$ cat config.mk
export PLATFORM = sky130hd
export DESIGN_NAME = timer_two_regs
export DESIGN_NICKNAME = d
export VERILOG_FILES = /design/src/timer_two_pkg.sv /design/src/sync_edge.sv /design/src/timer_two_regs.sv
export SDC_FILE = /design/constraint.sdc
export NUM_CORES = 1
export LEC_CHECK = 0
export BUFFER_PORTS_ARGS = -buffer_cell sky130_fd_sc_hd__buf_2
export CAP_MARGIN = 5
export CORE_UTILIZATION = 60
export DETAILED_ROUTE_END_ITERATION = 12
export GPL_ROUTABILITY_DRIVEN = 0
export GPL_TIMING_DRIVEN = 0
export PLACE_DENSITY = 0.83
export SYNTH_ARGS = -nofsm -noshare
export SYNTH_HDL_FRONTEND = slang
export SYNTH_SLANG_ARGS = --single-unit
$ cat constraint.sdc
create_clock -name clock -period 6.25 [get_ports clock]
set_input_delay 0.3125 -clock clock [delete_from_list [all_inputs] [get_ports clock]]
set_output_delay 0.3125 -clock clock [all_outputs]
set_load 0.03 [all_outputs]
$ cat src/timer_two_pkg.sv
// Constants shared by the asynchronous-capable 8-bit timer register block
// How it works
// - Force strobe acts only in non-PWM modes
// - Forced compare sets no flag, clears nothing
// - Force strobe bits always read zero
// - Clock select: stop, undivided, 8..1024 prescaled
// - Counter write blocks next tick's compare match
// - Compare registers matched continuously, set flags
// - Interrupt needs enable, flag and global enable
// - Flags set by events, cleared by ack/W1C
// - Phase-correct overflow flag at bottom direction change
// - External clock buffer replaces crystal when enabled with async select
// - Async select picks I/O or oscillator clock
// - Async writes set busy until transferred
// - Counter reads live; control and compare registers read temporary copy
// - Prescaler reset bit held until reset done
// - Sync-hold bit keeps prescaler reset set
// - Reserved bits read as zero
// - Mode top bit joins low bits for mode
package timer_two_pkg;
  // Register indices; byte address is four times the index
  localparam logic [5:0] IDX_SYNC_PRESC = 6'h23;
  localparam logic [5:0] IDX_CTL_A      = 6'h30;
  localparam logic [5:0] IDX_CTL_B      = 6'h31;
  localparam logic [5:0] IDX_COUNT      = 6'h32;
  localparam logic [5:0] IDX_CMP_A      = 6'h33;
  localparam logic [5:0] IDX_CMP_B      = 6'h34;
  localparam logic [5:0] IDX_IRQ_MASK   = 6'h35;
  localparam logic [5:0] IDX_IRQ_FLAGS  = 6'h36;
  localparam logic [5:0] IDX_ASYNC_STAT = 6'h37;
  // Field positions
  localparam int FORCE_A_BIT   = 7;
  localparam int FORCE_B_BIT   = 6;
  localparam int TOP_MODE_BIT  = 3;
  localparam int ASYNC_PRE_BIT = 1;
  localparam int SYNC_PRE_BIT  = 0;
  localparam int SYNC_HOLD_BIT = 7;
  localparam int EXT_CLK_BIT   = 6;
  localparam int ASYNC_SEL_BIT = 5;
  // Busy bit positions in the asynchronous status register
  localparam int BUSY_COUNT = 4;
  localparam int BUSY_CMP_A = 3;
  localparam int BUSY_CMP_B = 2;
  localparam int BUSY_CTL_A = 1;
  localparam int BUSY_CTL_B = 0;
  // Read masks that force reserved bits to zero
  localparam logic [7:0] CTL_A_RD_MASK = 8'hF3;
  localparam logic [7:0] CTL_B_RD_MASK = 8'h0F;
  // Values after reset
  localparam logic [7:0] BYTE_RESET = 8'h00;
  localparam logic [9:0] PRE_RESET  = 10'h000;
  // Counter limits
  localparam logic [7:0] COUNT_MAX    = 8'hFF;
  localparam logic [7:0] COUNT_BOTTOM = 8'h00;
  // Prescaler tap masks (divisor minus one)
  localparam logic [9:0] TAP_DIV8    = 10'h007;
  localparam logic [9:0] TAP_DIV32   = 10'h01F;
  localparam logic [9:0] TAP_DIV64   = 10'h03F;
  localparam logic [9:0] TAP_DIV128  = 10'h07F;
  localparam logic [9:0] TAP_DIV256  = 10'h0FF;
  localparam logic [9:0] TAP_DIV1024 = 10'h3FF;
  // Clock select codes
  localparam logic [2:0] CS_STOP   = 3'h0;
  localparam logic [2:0] CS_DIRECT = 3'h1;
  // Compare output mode codes
  localparam logic [1:0] COM_OFF    = 2'h0;
  localparam logic [1:0] COM_TOGGLE = 2'h1;
  localparam logic [1:0] COM_CLEAR  = 2'h2;
  localparam logic [1:0] COM_SET    = 2'h3;
endpackage

$ cat src/sync_edge.sv
// Two-flop synchroniser with rising-edge detect for the oscillator pin
`timescale 1ns/100ps
module sync_edge (
  input  wire logic clock,
  input  wire logic rst,
  input  wire logic din,
  output logic      level,
  output logic      rise
);
  logic metaStage;
  logic prevLevel;

  // First stage feeds only the second stage
  always_ff @(posedge clock or posedge rst) begin
    if (rst) begin
      metaStage <= 1'b0;
      level     <= 1'b0;
      prevLevel <= 1'b0;
    end else begin
      metaStage <= din;
      level     <= metaStage;
      prevLevel <= level;
    end
  end

  assign rise = level & ~prevLevel;
endmodule

$ cat src/timer_two_regs.sv
// Asynchronous-capable 8-bit timer with APB register access
`timescale 1ns/100ps
module timer_two_regs (
  input  wire logic        clock,
  input  wire logic        rst,
  input  wire logic [7:0]  paddr,
  input  wire logic        psel,
  input  wire logic        penable,
  input  wire logic        pwrite,
  input  wire logic [31:0] pwdata,
  output logic [31:0]      prdata,
  output logic             pready,
  output logic             pslverr,
  input  wire logic        timerOscIn,
  input  wire logic        globalIrqEn,
  input  wire logic        ackCmpA,
  input  wire logic        ackCmpB,
  input  wire logic        ackOvf,
  output logic             irqCmpA,
  output logic             irqCmpB,
  output logic             irqOvf,
  output logic             waveOutA,
  output logic             waveOutB,
  output logic             waveOutEnA,
  output logic             waveOutEnB,
  output logic             crystalOscEn,
  output logic             extClkBufEn,
  output logic             syncPrescalerRst
);
  import timer_two_pkg::*;

  // Register state
  logic [7:0] ctlATemp;
  logic [7:0] ctlBTemp;
  logic [7:0] countTemp;
  logic [7:0] cmpATemp;
  logic [7:0] cmpBTemp;
  logic [7:0] ctlA;
  logic [7:0] ctlB;
  logic [7:0] count;
  logic [7:0] cmpA;
  logic [7:0] cmpB;
  logic [2:0] irqMask;
  logic [2:0] flags;
  logic       extClkInEn;
  logic       asyncClkSel;
  logic [4:0] busy;
  logic       syncHold;
  logic       asyncPreRst;
  logic       syncPreRst;
  logic [9:0] pre;
  logic       dirDown;
  logic       blockMatch;
  logic       waveA;
  logic       waveB;

  // Oscillator pin passes two flops before use
  logic oscLevel;
  logic oscRise;

  sync_edge sync_edge_inst (
    .clock (clock),
    .rst   (rst),
    .din   (timerOscIn),
    .level (oscLevel),
    .rise  (oscRise)
  );

  // Bus decode
  wire       setupPhase = psel & ~penable;
  wire       accessPhase = psel & penable;
  wire [5:0] regIdx = paddr[7:2];
  wire       wr = accessPhase & pwrite;
  wire       hitGtc = regIdx == IDX_SYNC_PRESC;
  wire       hitCtlA = regIdx == IDX_CTL_A;
  wire       hitCtlB = regIdx == IDX_CTL_B;
  wire       hitCount = regIdx == IDX_COUNT;
  wire       hitCmpA = regIdx == IDX_CMP_A;
  wire       hitCmpB = regIdx == IDX_CMP_B;
  wire       hitMask = regIdx == IDX_IRQ_MASK;
  wire       hitFlags = regIdx == IDX_IRQ_FLAGS;
  wire       hitStat = regIdx == IDX_ASYNC_STAT;
  wire       mapped = hitGtc | hitCtlA | hitCtlB | hitCount | hitCmpA | hitCmpB | hitMask | hitFlags | hitStat;
  wire       wrGtc = wr & hitGtc;
  wire       wrMask = wr & hitMask;
  wire       wrFlags = wr & hitFlags;
  wire       wrStat = wr & hitStat;
  wire [7:0] wByte = pwdata[7:0];

  // Writes to the five buffered registers, in busy-bit order
  wire [4:0] wrVec = {wr & hitCount, wr & hitCmpA, wr & hitCmpB, wr & hitCtlA, wr & hitCtlB};

  // Tick from the selected source: every I/O clock or each rising oscillator edge
  wire srcTick = asyncClkSel ? oscRise : 1'b1;

  // Immediate load in sync mode, transfer of busy copies on the next source tick otherwise
  wire [4:0] loadVec = asyncClkSel ? (busy & {5{srcTick}}) : wrVec;
  wire [7:0] ctlBSrc = asyncClkSel ? ctlBTemp : wByte;
  wire [7:0] ctlASrc = asyncClkSel ? ctlATemp : wByte;
  wire [7:0] countSrc = asyncClkSel ? countTemp : wByte;
  wire [7:0] cmpASrc = asyncClkSel ? cmpATemp : wByte;
  wire [7:0] cmpBSrc = asyncClkSel ? cmpBTemp : wByte;
  wire       loadCount = loadVec[BUSY_COUNT];
  wire       loadCtlB = loadVec[BUSY_CTL_B];

  // Mode decode from the top bit and the two low bits
  wire [2:0] waveMode = {ctlB[TOP_MODE_BIT], ctlA[1:0]};
  wire       pwmMode = waveMode[0];
  wire       phaseCorrect = waveMode[1:0] == 2'b01;
  wire       fastPwm = waveMode[1:0] == 2'b11;
  wire [7:0] topValue = waveMode[2] ? cmpA : COUNT_MAX;
  wire [1:0] comA = ctlA[7:6];
  wire [1:0] comB = ctlA[5:4];
  wire [2:0] clkSelect = ctlB[2:0];

  // Prescaler tap selection
  wire [9:0] tapMask = (clkSelect == 3'h2) ? TAP_DIV8 :
                       (clkSelect == 3'h3) ? TAP_DIV32 :
                       (clkSelect == 3'h4) ? TAP_DIV64 :
                       (clkSelect == 3'h5) ? TAP_DIV128 :
                       (clkSelect == 3'h6) ? TAP_DIV256 : TAP_DIV1024;
  wire tapHit = srcTick & ~asyncPreRst & ((pre & tapMask) == tapMask);
  wire timerTick = (clkSelect == CS_STOP) ? 1'b0 :
                   (clkSelect == CS_DIRECT) ? srcTick : tapHit;

  // Counting events
  wire atTop = count == topValue;
  wire atBottom = count == COUNT_BOTTOM;
  wire turnBottom = timerTick & phaseCorrect & dirDown & atBottom;
  wire wrapEvent = timerTick & ~phaseCorrect & atTop;
  wire ovfEvent = phaseCorrect ? turnBottom
                               : timerTick & (fastPwm ? atTop : count == COUNT_MAX);
  wire matchA = timerTick & ~blockMatch & (count == cmpA);
  wire matchB = timerTick & ~blockMatch & (count == cmpB);

  // Forced compares only outside PWM modes, with no flag and no clear
  wire forceA = loadCtlB & ctlBSrc[FORCE_A_BIT] & ~pwmMode;
  wire forceB = loadCtlB & ctlBSrc[FORCE_B_BIT] & ~pwmMode;

  // Next counter value and direction
  logic [7:0] next_count;
  logic       next_dirDown;
  always_comb begin
    next_count = count;
    next_dirDown = dirDown;
    if (loadCount) begin
      next_count = countSrc;
    end else if (timerTick) begin
      if (phaseCorrect) begin
        if (!dirDown && atTop) begin
          next_dirDown = 1'b1;
          next_count = count - 8'h01;
        end else if (dirDown && atBottom) begin
          next_dirDown = 1'b0;
          next_count = count + 8'h01;
        end else begin
          next_count = dirDown ? count - 8'h01 : count + 8'h01;
        end
      end else begin
        next_count = atTop ? COUNT_BOTTOM : count + 8'h01;
      end
    end
  end

  // Output pin action for one channel
  function automatic logic waveNext(input logic cur, input logic [1:0] com, input logic match,
                                    input logic forced, input logic wrap, input logic down,
                                    input logic toggleOk, input logic pwm, input logic pc);
    logic hit;
    hit = match | forced;
    waveNext = cur;
    if (!pwm) begin
      if (hit) begin
        unique case (com)
          COM_OFF:    waveNext = cur;
          COM_TOGGLE: waveNext = ~cur;
          COM_CLEAR:  waveNext = 1'b0;
          COM_SET:    waveNext = 1'b1;
        endcase
      end
    end else if (com == COM_TOGGLE) begin
      if (match && toggleOk) begin
        waveNext = ~cur;
      end
    end else if (com[1]) begin
      if (pc && match) begin
        waveNext = com[0] ^ down;
      end else if (!pc && match) begin
        waveNext = com[0];
      end else if (!pc && wrap) begin
        waveNext = ~com[0];
      end
    end
  endfunction

  wire next_waveA = waveNext(waveA, comA, matchA, forceA, wrapEvent, dirDown, waveMode[2], pwmMode, phaseCorrect);
  wire next_waveB = waveNext(waveB, comB, matchB, forceB, wrapEvent, dirDown, 1'b0, pwmMode, phaseCorrect);

  // Flags: events win over acknowledge and write-one-to-clear
  wire [2:0] flagSet = {matchB, matchA, ovfEvent};
  wire [2:0] flagClr = ({3{wrFlags}} & wByte[2:0]) | {ackCmpB, ackCmpA, ackOvf};
  wire [2:0] next_flags = (flags & ~flagClr) | flagSet;

  // Busy bits: a new write wins over the transfer that clears them
  wire [4:0] next_busy = asyncClkSel ? (wrVec | (busy & ~{5{srcTick}})) : 5'h00;

  // Prescaler reset bit: held by sync-hold, held in async until a source tick
  logic next_asyncPreRst;
  always_comb begin
    if (wrGtc && wByte[ASYNC_PRE_BIT]) begin
      next_asyncPreRst = 1'b1;
    end else if (syncHold) begin
      next_asyncPreRst = asyncPreRst;
    end else if (asyncPreRst && (!asyncClkSel || srcTick)) begin
      next_asyncPreRst = 1'b0;
    end else begin
      next_asyncPreRst = asyncPreRst;
    end
  end

  wire next_syncPreRst = (wrGtc & wByte[SYNC_PRE_BIT]) | (syncPreRst & syncHold);

  // Read data with reserved bits at zero
  wire [7:0] rdByte = hitGtc ? {syncHold, 5'h00, asyncPreRst, syncPreRst} :
                      hitCtlA ? (ctlATemp & CTL_A_RD_MASK) :
                      hitCtlB ? (ctlBTemp & CTL_B_RD_MASK) :
                      hitCount ? count :
                      hitCmpA ? cmpATemp :
                      hitCmpB ? cmpBTemp :
                      hitMask ? {5'h00, irqMask} :
                      hitFlags ? {5'h00, flags} :
                      hitStat ? {1'b0, extClkInEn, asyncClkSel, busy} : BYTE_RESET;

  // Bus response: data captured in setup, zero wait states
  assign pready = 1'b1;
  always_ff @(posedge clock or posedge rst) begin
    if (rst) begin
      prdata  <= 32'h0000_0000;
      pslverr <= 1'b0;
    end else if (setupPhase) begin
      prdata  <= {24'h00_0000, rdByte};
      pslverr <= ~mapped;
    end
  end

  // Temporary storage registers always take the bus value
  always_ff @(posedge clock or posedge rst) begin
    if (rst) begin
      ctlATemp  <= BYTE_RESET;
      ctlBTemp  <= BYTE_RESET;
      countTemp <= BYTE_RESET;
      cmpATemp  <= BYTE_RESET;
      cmpBTemp  <= BYTE_RESET;
    end else begin
      if (wrVec[BUSY_CTL_A]) ctlATemp <= wByte;
      if (wrVec[BUSY_CTL_B]) ctlBTemp <= wByte;
      if (wrVec[BUSY_COUNT]) countTemp <= wByte;
      if (wrVec[BUSY_CMP_A]) cmpATemp <= wByte;
      if (wrVec[BUSY_CMP_B]) cmpBTemp <= wByte;
    end
  end

  // Working copies used by the counter; force bits never stored
  always_ff @(posedge clock or posedge rst) begin
    if (rst) begin
      ctlA <= BYTE_RESET;
      ctlB <= BYTE_RESET;
      cmpA <= BYTE_RESET;
      cmpB <= BYTE_RESET;
    end else begin
      if (loadVec[BUSY_CTL_A]) ctlA <= ctlASrc;
      if (loadCtlB) ctlB <= ctlBSrc & CTL_B_RD_MASK;
      if (loadVec[BUSY_CMP_A]) cmpA <= cmpASrc;
      if (loadVec[BUSY_CMP_B]) cmpB <= cmpBSrc;
    end
  end

  // Counter, direction and compare blocking after a counter write
  always_ff @(posedge clock or posedge rst) begin
    if (rst) begin
      count      <= BYTE_RESET;
      dirDown    <= 1'b0;
      blockMatch <= 1'b0;
    end else begin
      count   <= next_count;
      dirDown <= next_dirDown;
      if (loadCount) begin
        blockMatch <= 1'b1;
      end else if (timerTick) begin
        blockMatch <= 1'b0;
      end
    end
  end

  // Prescaler runs on source ticks and is held while its reset bit is set
  always_ff @(posedge clock or posedge rst) begin
    if (rst) begin
      pre <= PRE_RESET;
    end else if (asyncPreRst) begin
      pre <= PRE_RESET;
    end else if (srcTick) begin
      pre <= pre + 10'h001;
    end
  end

  // Mask, flags, status and general control
  always_ff @(posedge clock or posedge rst) begin
    if (rst) begin
      irqMask     <= 3'h0;
      flags       <= 3'h0;
      extClkInEn  <= 1'b0;
      asyncClkSel <= 1'b0;
      busy        <= 5'h00;
      syncHold    <= 1'b0;
      asyncPreRst <= 1'b0;
      syncPreRst  <= 1'b0;
    end else begin
      if (wrMask) irqMask <= wByte[2:0];
      flags <= next_flags;
      if (wrStat) begin
        extClkInEn  <= wByte[EXT_CLK_BIT];
        asyncClkSel <= wByte[ASYNC_SEL_BIT];
      end
      busy <= next_busy;
      if (wrGtc) syncHold <= wByte[SYNC_HOLD_BIT];
      asyncPreRst <= next_asyncPreRst;
      syncPreRst  <= next_syncPreRst;
    end
  end

  // Waveform outputs
  always_ff @(posedge clock or posedge rst) begin
    if (rst) begin
      waveA <= 1'b0;
      waveB <= 1'b0;
    end else begin
      waveA <= next_waveA;
      waveB <= next_waveB;
    end
  end

  assign waveOutA = waveA;
  assign waveOutB = waveB;
  assign waveOutEnA = comA != COM_OFF;
  assign waveOutEnB = comB != COM_OFF;

  // Interrupt requests
  assign irqCmpB = irqMask[2] & flags[2] & globalIrqEn;
  assign irqCmpA = irqMask[1] & flags[1] & globalIrqEn;
  assign irqOvf = irqMask[0] & flags[0] & globalIrqEn;

  // Oscillator pad control: crystal only while external clock is off
  assign crystalOscEn = ~extClkInEn;
  assign extClkBufEn = extClkInEn & asyncClkSel;
  assign syncPrescalerRst = syncPreRst;
endmodule

==> flow_metrics.env, run 1 <==
export IMPL_cp_data_arrival_time_ns=3.07
export IMPL_clkPwrFrac=0.224
export IMPL_wl_per_cell_microns=19.4
export IMPL_period_share=0.450
export IMPL_dp_hpwl_microns=12700
export IMPL_grt_max_degree=73
export IMPL_io_pins=94
export IMPL_max_vdd_ir_drop_uv=158
export IMPL_ys_ff_latch=112
export IMPL_grt_pass1_wl_microns=27700
export IMPL_startpoint_type="register"
export IMPL_vias=5677
export IMPL_nNetsFinal=812
export IMPL_whs_ns=0.0213
export IMPL_m1WireLength_microns=6870
export IMPL_cpMaxStageDelayCell="clkbuf_1"
export IMPL_root_buffer="clkbuf_8"
export IMPL_status="finished, final reports clean"
export IMPL_num_rows=37
export IMPL_finalSetupViolCount=0
export IMPL_cp_max_fo=8
export IMPL_synth_edff_count=0
export IMPL_ant_nets=0
export IMPL_drtIter0Drc=659
export IMPL_cp_buffers_inverters=1
export IMPL_power_per_cell_area_nw_per_um2=259
export IMPL_nFillCells=826
export IMPL_cap_viol_max_count=0
export IMPL_die_h_microns=105
export IMPL_initial_core_util=0.618
export IMPL_cts_setup_buffers=0
export IMPL_drc=0
export IMPL_p_sw_mw=0.675
export IMPL_area_delta_synth_final_pct=10.7
export IMPL_hold_class="input port to register"
export IMPL_max_slew_margin=0.313
export IMPL_synth_area_sq_um=6350
export IMPL_clk_pin_slew_ns=0.11
export IMPL_die_area_sq_um=11000
export IMPL_crit_family="simple AND/OR/NAND/NOR gates"
export IMPL_cpPeakStageDelay_ns=0.50
export IMPL_swShare=0.371
export IMPL_num_antenna_cells=0
export IMPL_cts_buffers=9
export IMPL_wirelength_microns=17400
export IMPL_p_leak_nw=3.24
export IMPL_cts_tree="done"
export IMPL_yosysTopAreaCellShare=0.441
export IMPL_first_global_vias=5237
export IMPL_core_area_sq_um=10300
export IMPL_clock_sinks=112
export IMPL_pwr_share_comb=0.296
export IMPL_finalClockSkew_ns=0.0124
export IMPL_route_met3_wl_microns=1990
export IMPL_finalMaxSlewViolations=0
export IMPL_syn_area_per_cell_sq_um=9.34
export IMPL_insertion_delay_ns=0.39
export IMPL_ys_warn_count=0
export IMPL_clock_fmax_mhz=355
export IMPL_grt_antenna_before_repair=1
export IMPL_setup_tns_ns=0
export IMPL_ys_flop_type="dfrtp_1"
export IMPL_drt_pass1_iter_count=6
export IMPL_ctsHoldBuffers=1
export IMPL_rsz0062_at_grt="false"
export IMPL_tightest_slew_ns=1.02
export IMPL_grt_usage=0.329
export IMPL_ys_seq_area_frac=0.441
export IMPL_critPathRequiredTime_ns=6.50
export IMPL_ctsLongestPathBuffers=2
export IMPL_netlist_instances=680
export IMPL_p_int_mw=1.14
export IMPL_post_drt_via_cell_ratio=6.32
export IMPL_min_period_ns=2.82
export IMPL_netlist_top_cells_area="dfrtp_1 44%, mux2_2 7.8%, a21oi_1 5.3%"
export IMPL_cts_resized=0
export IMPL_cp_cell_sequence="clkbuf_1, nand2_1, or4_1, o311ai_0, nand4_1, mux2i_1, o21ai_0, a22oi_1, a21oi_1"
export IMPL_synth_top_cell_by_area="dfrtp_1"
export IMPL_fp_dieW_microns=105
export IMPL_ctsHtreeMaxLevel=3
export IMPL_top_layer="met4"
export IMPL_crit_type="register to register"
export IMPL_drive_gt1_frac=0.198
export IMPL_overflow=0
export IMPL_portBuffers=42
export IMPL_hold_viol=0
export IMPL_dr_wl_met2_microns=7880
export IMPL_async_reset_ff_frac=1.00
export IMPL_setup_worst_path_end_class="register"
export IMPL_pwr_share_seq=0.480
export IMPL_yosysUniqueCellTypes=68
[cells in the mapped netlist, types with 5 or more instances]
master / count
and3_1: 7
buf_1: 5
a31oi_1: 8
a21boi_0: 6
or3_1: 5
nand3b_1: 6
nand2b_1: 10
a22oi_1: 5
a211oi_1: 8
xor2_1: 14
mux2i_1: 6
dfrtp_1: 112
nor2_1: 53
buf_2: 6
xnor2_1: 10
nor3_1: 12
buf_4: 25
clkbuf_1: 24
o22ai_1: 6
a21oi_1: 67
nor2b_1: 16
inv_1: 19
nand2_1: 70
o21ai_0: 34
nand4_1: 9
nand3_1: 15
mux2_2: 44
[worst paths after layout]
check	from	to	slack, ns	cells after the start
setup / recovery	count[7]	count[7]	3.43	9
hold / removal	timerOscIn	sync_edge_inst.metaStage	0.02	1
setup reg to reg	count[7]	count[7]	3.43	9
hold reg to reg	sync_edge_inst.metaStage	sync_edge_inst.level	0.38	0
max in group asynchronous	rst	cmpB[3]	4.98	4
min in group asynchronous	rst	count[6]	0.52	3
[stage by stage]
stage / total power [mW] / instance area, sq um / worst slack [ns] / cells / util
after global placement: 1.38 / 6820 / 1.84 / 881 / 0.664
after floorplan: 1.26 / 6440 / 2.98 / 703 / -
after detailed placement: 1.41 / 6850 / 3.49 / 882 / 0.667
after global routing: 1.90 / 7030 / 3.30 / 898 / 0.684
after CTS: 1.80 / 7030 / 3.54 / 898 / 0.684
final: 1.82 / 7030 / 3.43 / 898 / 0.684
[registers in the layout (all words and copies together), names as in the netlist, 3 cells and up]
register / cells
count: 8
cmpATemp: 8
countTemp: 8
irqMask: 3
cmpA: 8
ctlBTemp: 6
prdata: 8
cmpB: 8
ctlB: 4
flags: 3
cmpBTemp: 8
ctlATemp: 6
busy: 5
pre: 10
ctlA: 6
[kinds of logic after synthesis]
kind of cell               Yosys count  synth area share
and+or+nand+nor                    224             0.172
AOI/OAI and AO/OA                  181             0.185
DFF                                112             0.441
buffers and inverters               80            0.0632
muxes                               53            0.0969
xor gates and xnor gates            24            0.0331
adders and majority gates            4           0.00788
other                                2           0.00118
[cell usage in the layout, fill, tap and decap left out, types with 25 or more instances in the layout]
master and count:
buf_2 48, conb_1 25, dfrtp_1 112, buf_4 25
nor2_1 53, clkbuf_1 25, nand2_1 70, a21oi_1 67
mux2_2 44, o21ai_0 34
[layout make-up]
cell class | instances | area, sq um | area share
clock buffer | 10 | 128 | 0.0181
buffer | 60 | 327 | 0.0464
sequential | 112 | 2800 | 0.399
tap | 136 | 170 | 0.0242
inverter | 20 | 77.6 | 0.0110
multi-input combinational | 511 | 3240 | 0.460
timing repair buffer | 44 | 248 | 0.0352
clock inverter | 5 | 43.8 | 0.00623
[power by group through the flow]
stage | Clock (mW) | Combinational, mW | Sequential (mW)
finish | 0.408 | 0.538 | 0.874
CTS | 0.408 | 0.525 | 0.871
global route | 0.432 | 0.587 | 0.884
detailed placement | 0 | 0.521 | 0.884
global placement | 0 | 0.499 | 0.881
floorplan | 0 | 0.393 | 0.868
[metal layers]
| metal | track usage | up-vias |
|---|---|---|
| met5 | 0 | - |
| met4 | 0.150 | 0 |
| met3 | 0.0755 | 67 |
| met2 | 0.504 | 406 |
| met1 | 0.446 | 2670 |
| li1 | - | 2534 |
Note: power is estimated with default switching activity, not from simulation.
==> run 2: changes to the inputs <==
--- a/config.mk
+++ b/config.mk
@@ -7,11 +7,11 @@
 export LEC_CHECK = 0
 export BUFFER_PORTS_ARGS = -buffer_cell sky130_fd_sc_hd__buf_2
 export CAP_MARGIN = 5
-export CORE_UTILIZATION = 60
+export CORE_UTILIZATION = 58
 export DETAILED_ROUTE_END_ITERATION = 12
 export GPL_ROUTABILITY_DRIVEN = 0
 export GPL_TIMING_DRIVEN = 0
-export PLACE_DENSITY = 0.83
+export PLACE_DENSITY = 0.81
 export SYNTH_ARGS = -nofsm -noshare
 export SYNTH_HDL_FRONTEND = slang
 export SYNTH_SLANG_ARGS = --single-unit
==> constraint.sdc (replaced) <==
create_clock -name clock -period 2.8 [get_ports clock]
set_input_delay 0.14 -clock clock [delete_from_list [all_inputs] [get_ports clock]]
set_output_delay 0.14 -clock clock [all_outputs]
set_load 0.03 [all_outputs]
==> flow_metrics.env, run 2 (synthesis gave the netlist of run 1 again) <==
export IMPL_status="finished, final reports clean"
export IMPL_power_per_cell_area_nw_per_um2=589
export IMPL_rsz0062_at_grt="false"
export IMPL_setup_tns_ns=0
export IMPL_period_share=0.960
export IMPL_wirelength_microns=17800
export IMPL_ff2ff_setup_slack_ns=0.11
export IMPL_area_delta_synth_final_pct=11.9
export IMPL_insertion_delay_ns=0.39
export IMPL_startpoint_type="register"
export IMPL_crit_family="compound AO/OA/AOI/OAI gates"
export IMPL_grt_max_degree=45
export IMPL_r2r_start="count[1]"
export IMPL_fin_area_sq_um=7110
export IMPL_finalClockSkew_ns=0.0149
export IMPL_finalMaxSlewViolations=0
export IMPL_ctsLongestPathBuffers=2
export IMPL_fp_dieW_microns=107
export IMPL_cpPeakStageDelay_ns=0.60
export IMPL_cpMaxStageDelayCell="dfrtp_1"
export IMPL_post_drt_via_cell_ratio=6.27
export IMPL_hold_class="input port to register"
export IMPL_drt_pass1_iter_count=7
export IMPL_largest_reg_flops=10
export IMPL_initial_core_util=0.607
export IMPL_postPlaceCellArea_sq_um=6860
export IMPL_crit_end="count[2]"
export IMPL_num_antenna_cells=0
export IMPL_clock_sinks=112
export IMPL_max_slew_margin=0.282
export IMPL_ff2ff_path_depth=9
export IMPL_num_rows=37
export IMPL_drc=0
export IMPL_die_area_sq_um=11400
export IMPL_vias=5658
export IMPL_finalSetupViolCount=0
export IMPL_largest_register="pre"
export IMPL_r2r_end="count[2]"
export IMPL_core_area_sq_um=10500
export IMPL_pre_cts_ws_ns=0.105
export IMPL_nNetsFinal=815
export IMPL_critPathRequiredTime_ns=3.06
export IMPL_cp_buffers_inverters=2
export IMPL_crit_type="register to register"
export IMPL_cap_viol_max_count=0
export IMPL_ctsHtreeMaxLevel=3
export IMPL_max_vdd_ir_drop_uv=417
export IMPL_hold_viol=0
export IMPL_critical_path_cell_count=9
export IMPL_setup_worst_path_end_class="register"
export IMPL_cts_tree="done"
export IMPL_startpoint="count[1]"
export IMPL_grt_antenna_before_repair=0
export IMPL_grt_usage=0.326
export IMPL_final_common_cell="dfrtp_1"
export IMPL_first_global_vias=5498
export IMPL_drtIter0Drc=529
export IMPL_grt_pass1_wl_microns=28000
export IMPL_ant_nets=0
export IMPL_io_pins=94
export IMPL_portBuffers=42
export IMPL_clock_fmax_mhz=372
export IMPL_min_period_ns=2.69
export IMPL_wl_per_cell_microns=19.7
export IMPL_utilization=0.680
export IMPL_tightest_slew_ns=1.07
export IMPL_cts_buffers=9
export IMPL_dp_hpwl_microns=13000
export IMPL_layout_common_cells="112 x dfrtp_1, 70 x nand2_1, 67 x a21oi_1"
export IMPL_clk_pin_slew_ns=0.11
export IMPL_worst_slack_ns=0.112
export IMPL_cp_cell_sequence="inv_1, a22o_1, nor3_1, o21ai_1, clkbuf_2, a31oi_1, a32oi_1, a211oi_1, o22ai_1"
export IMPL_drive_gt1_frac=0.202
export IMPL_die_h_microns=107
export IMPL_cp_max_fo=10
export IMPL_root_buffer="clkbuf_8"
export IMPL_p_leak_nw=3.27
export IMPL_cp_data_arrival_time_ns=2.94
export IMPL_overflow=0
-- run 2: changes by cell type in the layout (fill, tap and decap cells not counted), sizes merged --
cell and change:
clkinvlp +1, buf +1, bufinv +1, dlygate4sd3 +3, clkinv -1, inv -1
-- run 2: area by class of cell --
type / count / area, sq um
Timing Repair Buffer: 48 / 290
Clock buffer: 11 / 141
Multi-Input combinational cell: 511 / 3240
Sequential cell: 112 / 2800
Tap cell: 136 / 170
Clock inverter: 5 / 65.1
Fill cell: 819 / 3350
Buffer: 59 / 325
Inverter: 20 / 78.8
-- run 2: power by group --
part / total, mW / internal, mW / switching (mW)
registers: 1.96 / 1.78 / 0.177
clock network: 1.02 / 0.447 / 0.572
logic: 1.21 / 0.448 / 0.758
-- run 2: tightest hold or removal path, cell delays in order --
cell and delay, ns:
buf_2 0.07, nand3b_1 0.09, o21ai_0 0.08
-- run 2: worst min-delay path by stage --
stage                     from                        to  depth (start not counted)  slack (ns)
finish                  ackOvf                  flags[0]                          3        0.03
global route            ackOvf                  flags[0]                          3        0.04
CTS                     ackOvf                  flags[0]                          3        0.04
detailed placement  timerOscIn  sync_edge_inst.metaStage                          1        0.25
global placement    timerOscIn  sync_edge_inst.metaStage                          1        0.25
floorplan           timerOscIn  sync_edge_inst.metaStage                          0        0.17
-- run 2: stage by stage --
stage          power [mW]  std cells  hold WS [ns]
2_1_floorplan        2.82        703         0.171
3_3_place_gp         3.09        881         0.252
3_5_place_dp         3.15        883         0.250
4_1_cts              4.16        903        0.0402
5_1_grt              4.37        902        0.0449
6_report             4.19        902        0.0320
-- run 2: what timing repair did --
action,4_1_cts,5_1_grt
endpoints found under the hold margin,33,0
hold buffers,4,0
buffers inserted,0,0
resized for setup,0,4
setup endpoints to repair,0,8
-- run 2: layer usage --
metal	routed length [microns]	vias to the layer above	global-route usage
met1	6880	2669	0.421
met5	0	-	0
li1	-	2544	-
met2	8160	376	0.515
met4	765	0	0.159
met3	2010	69	0.0778
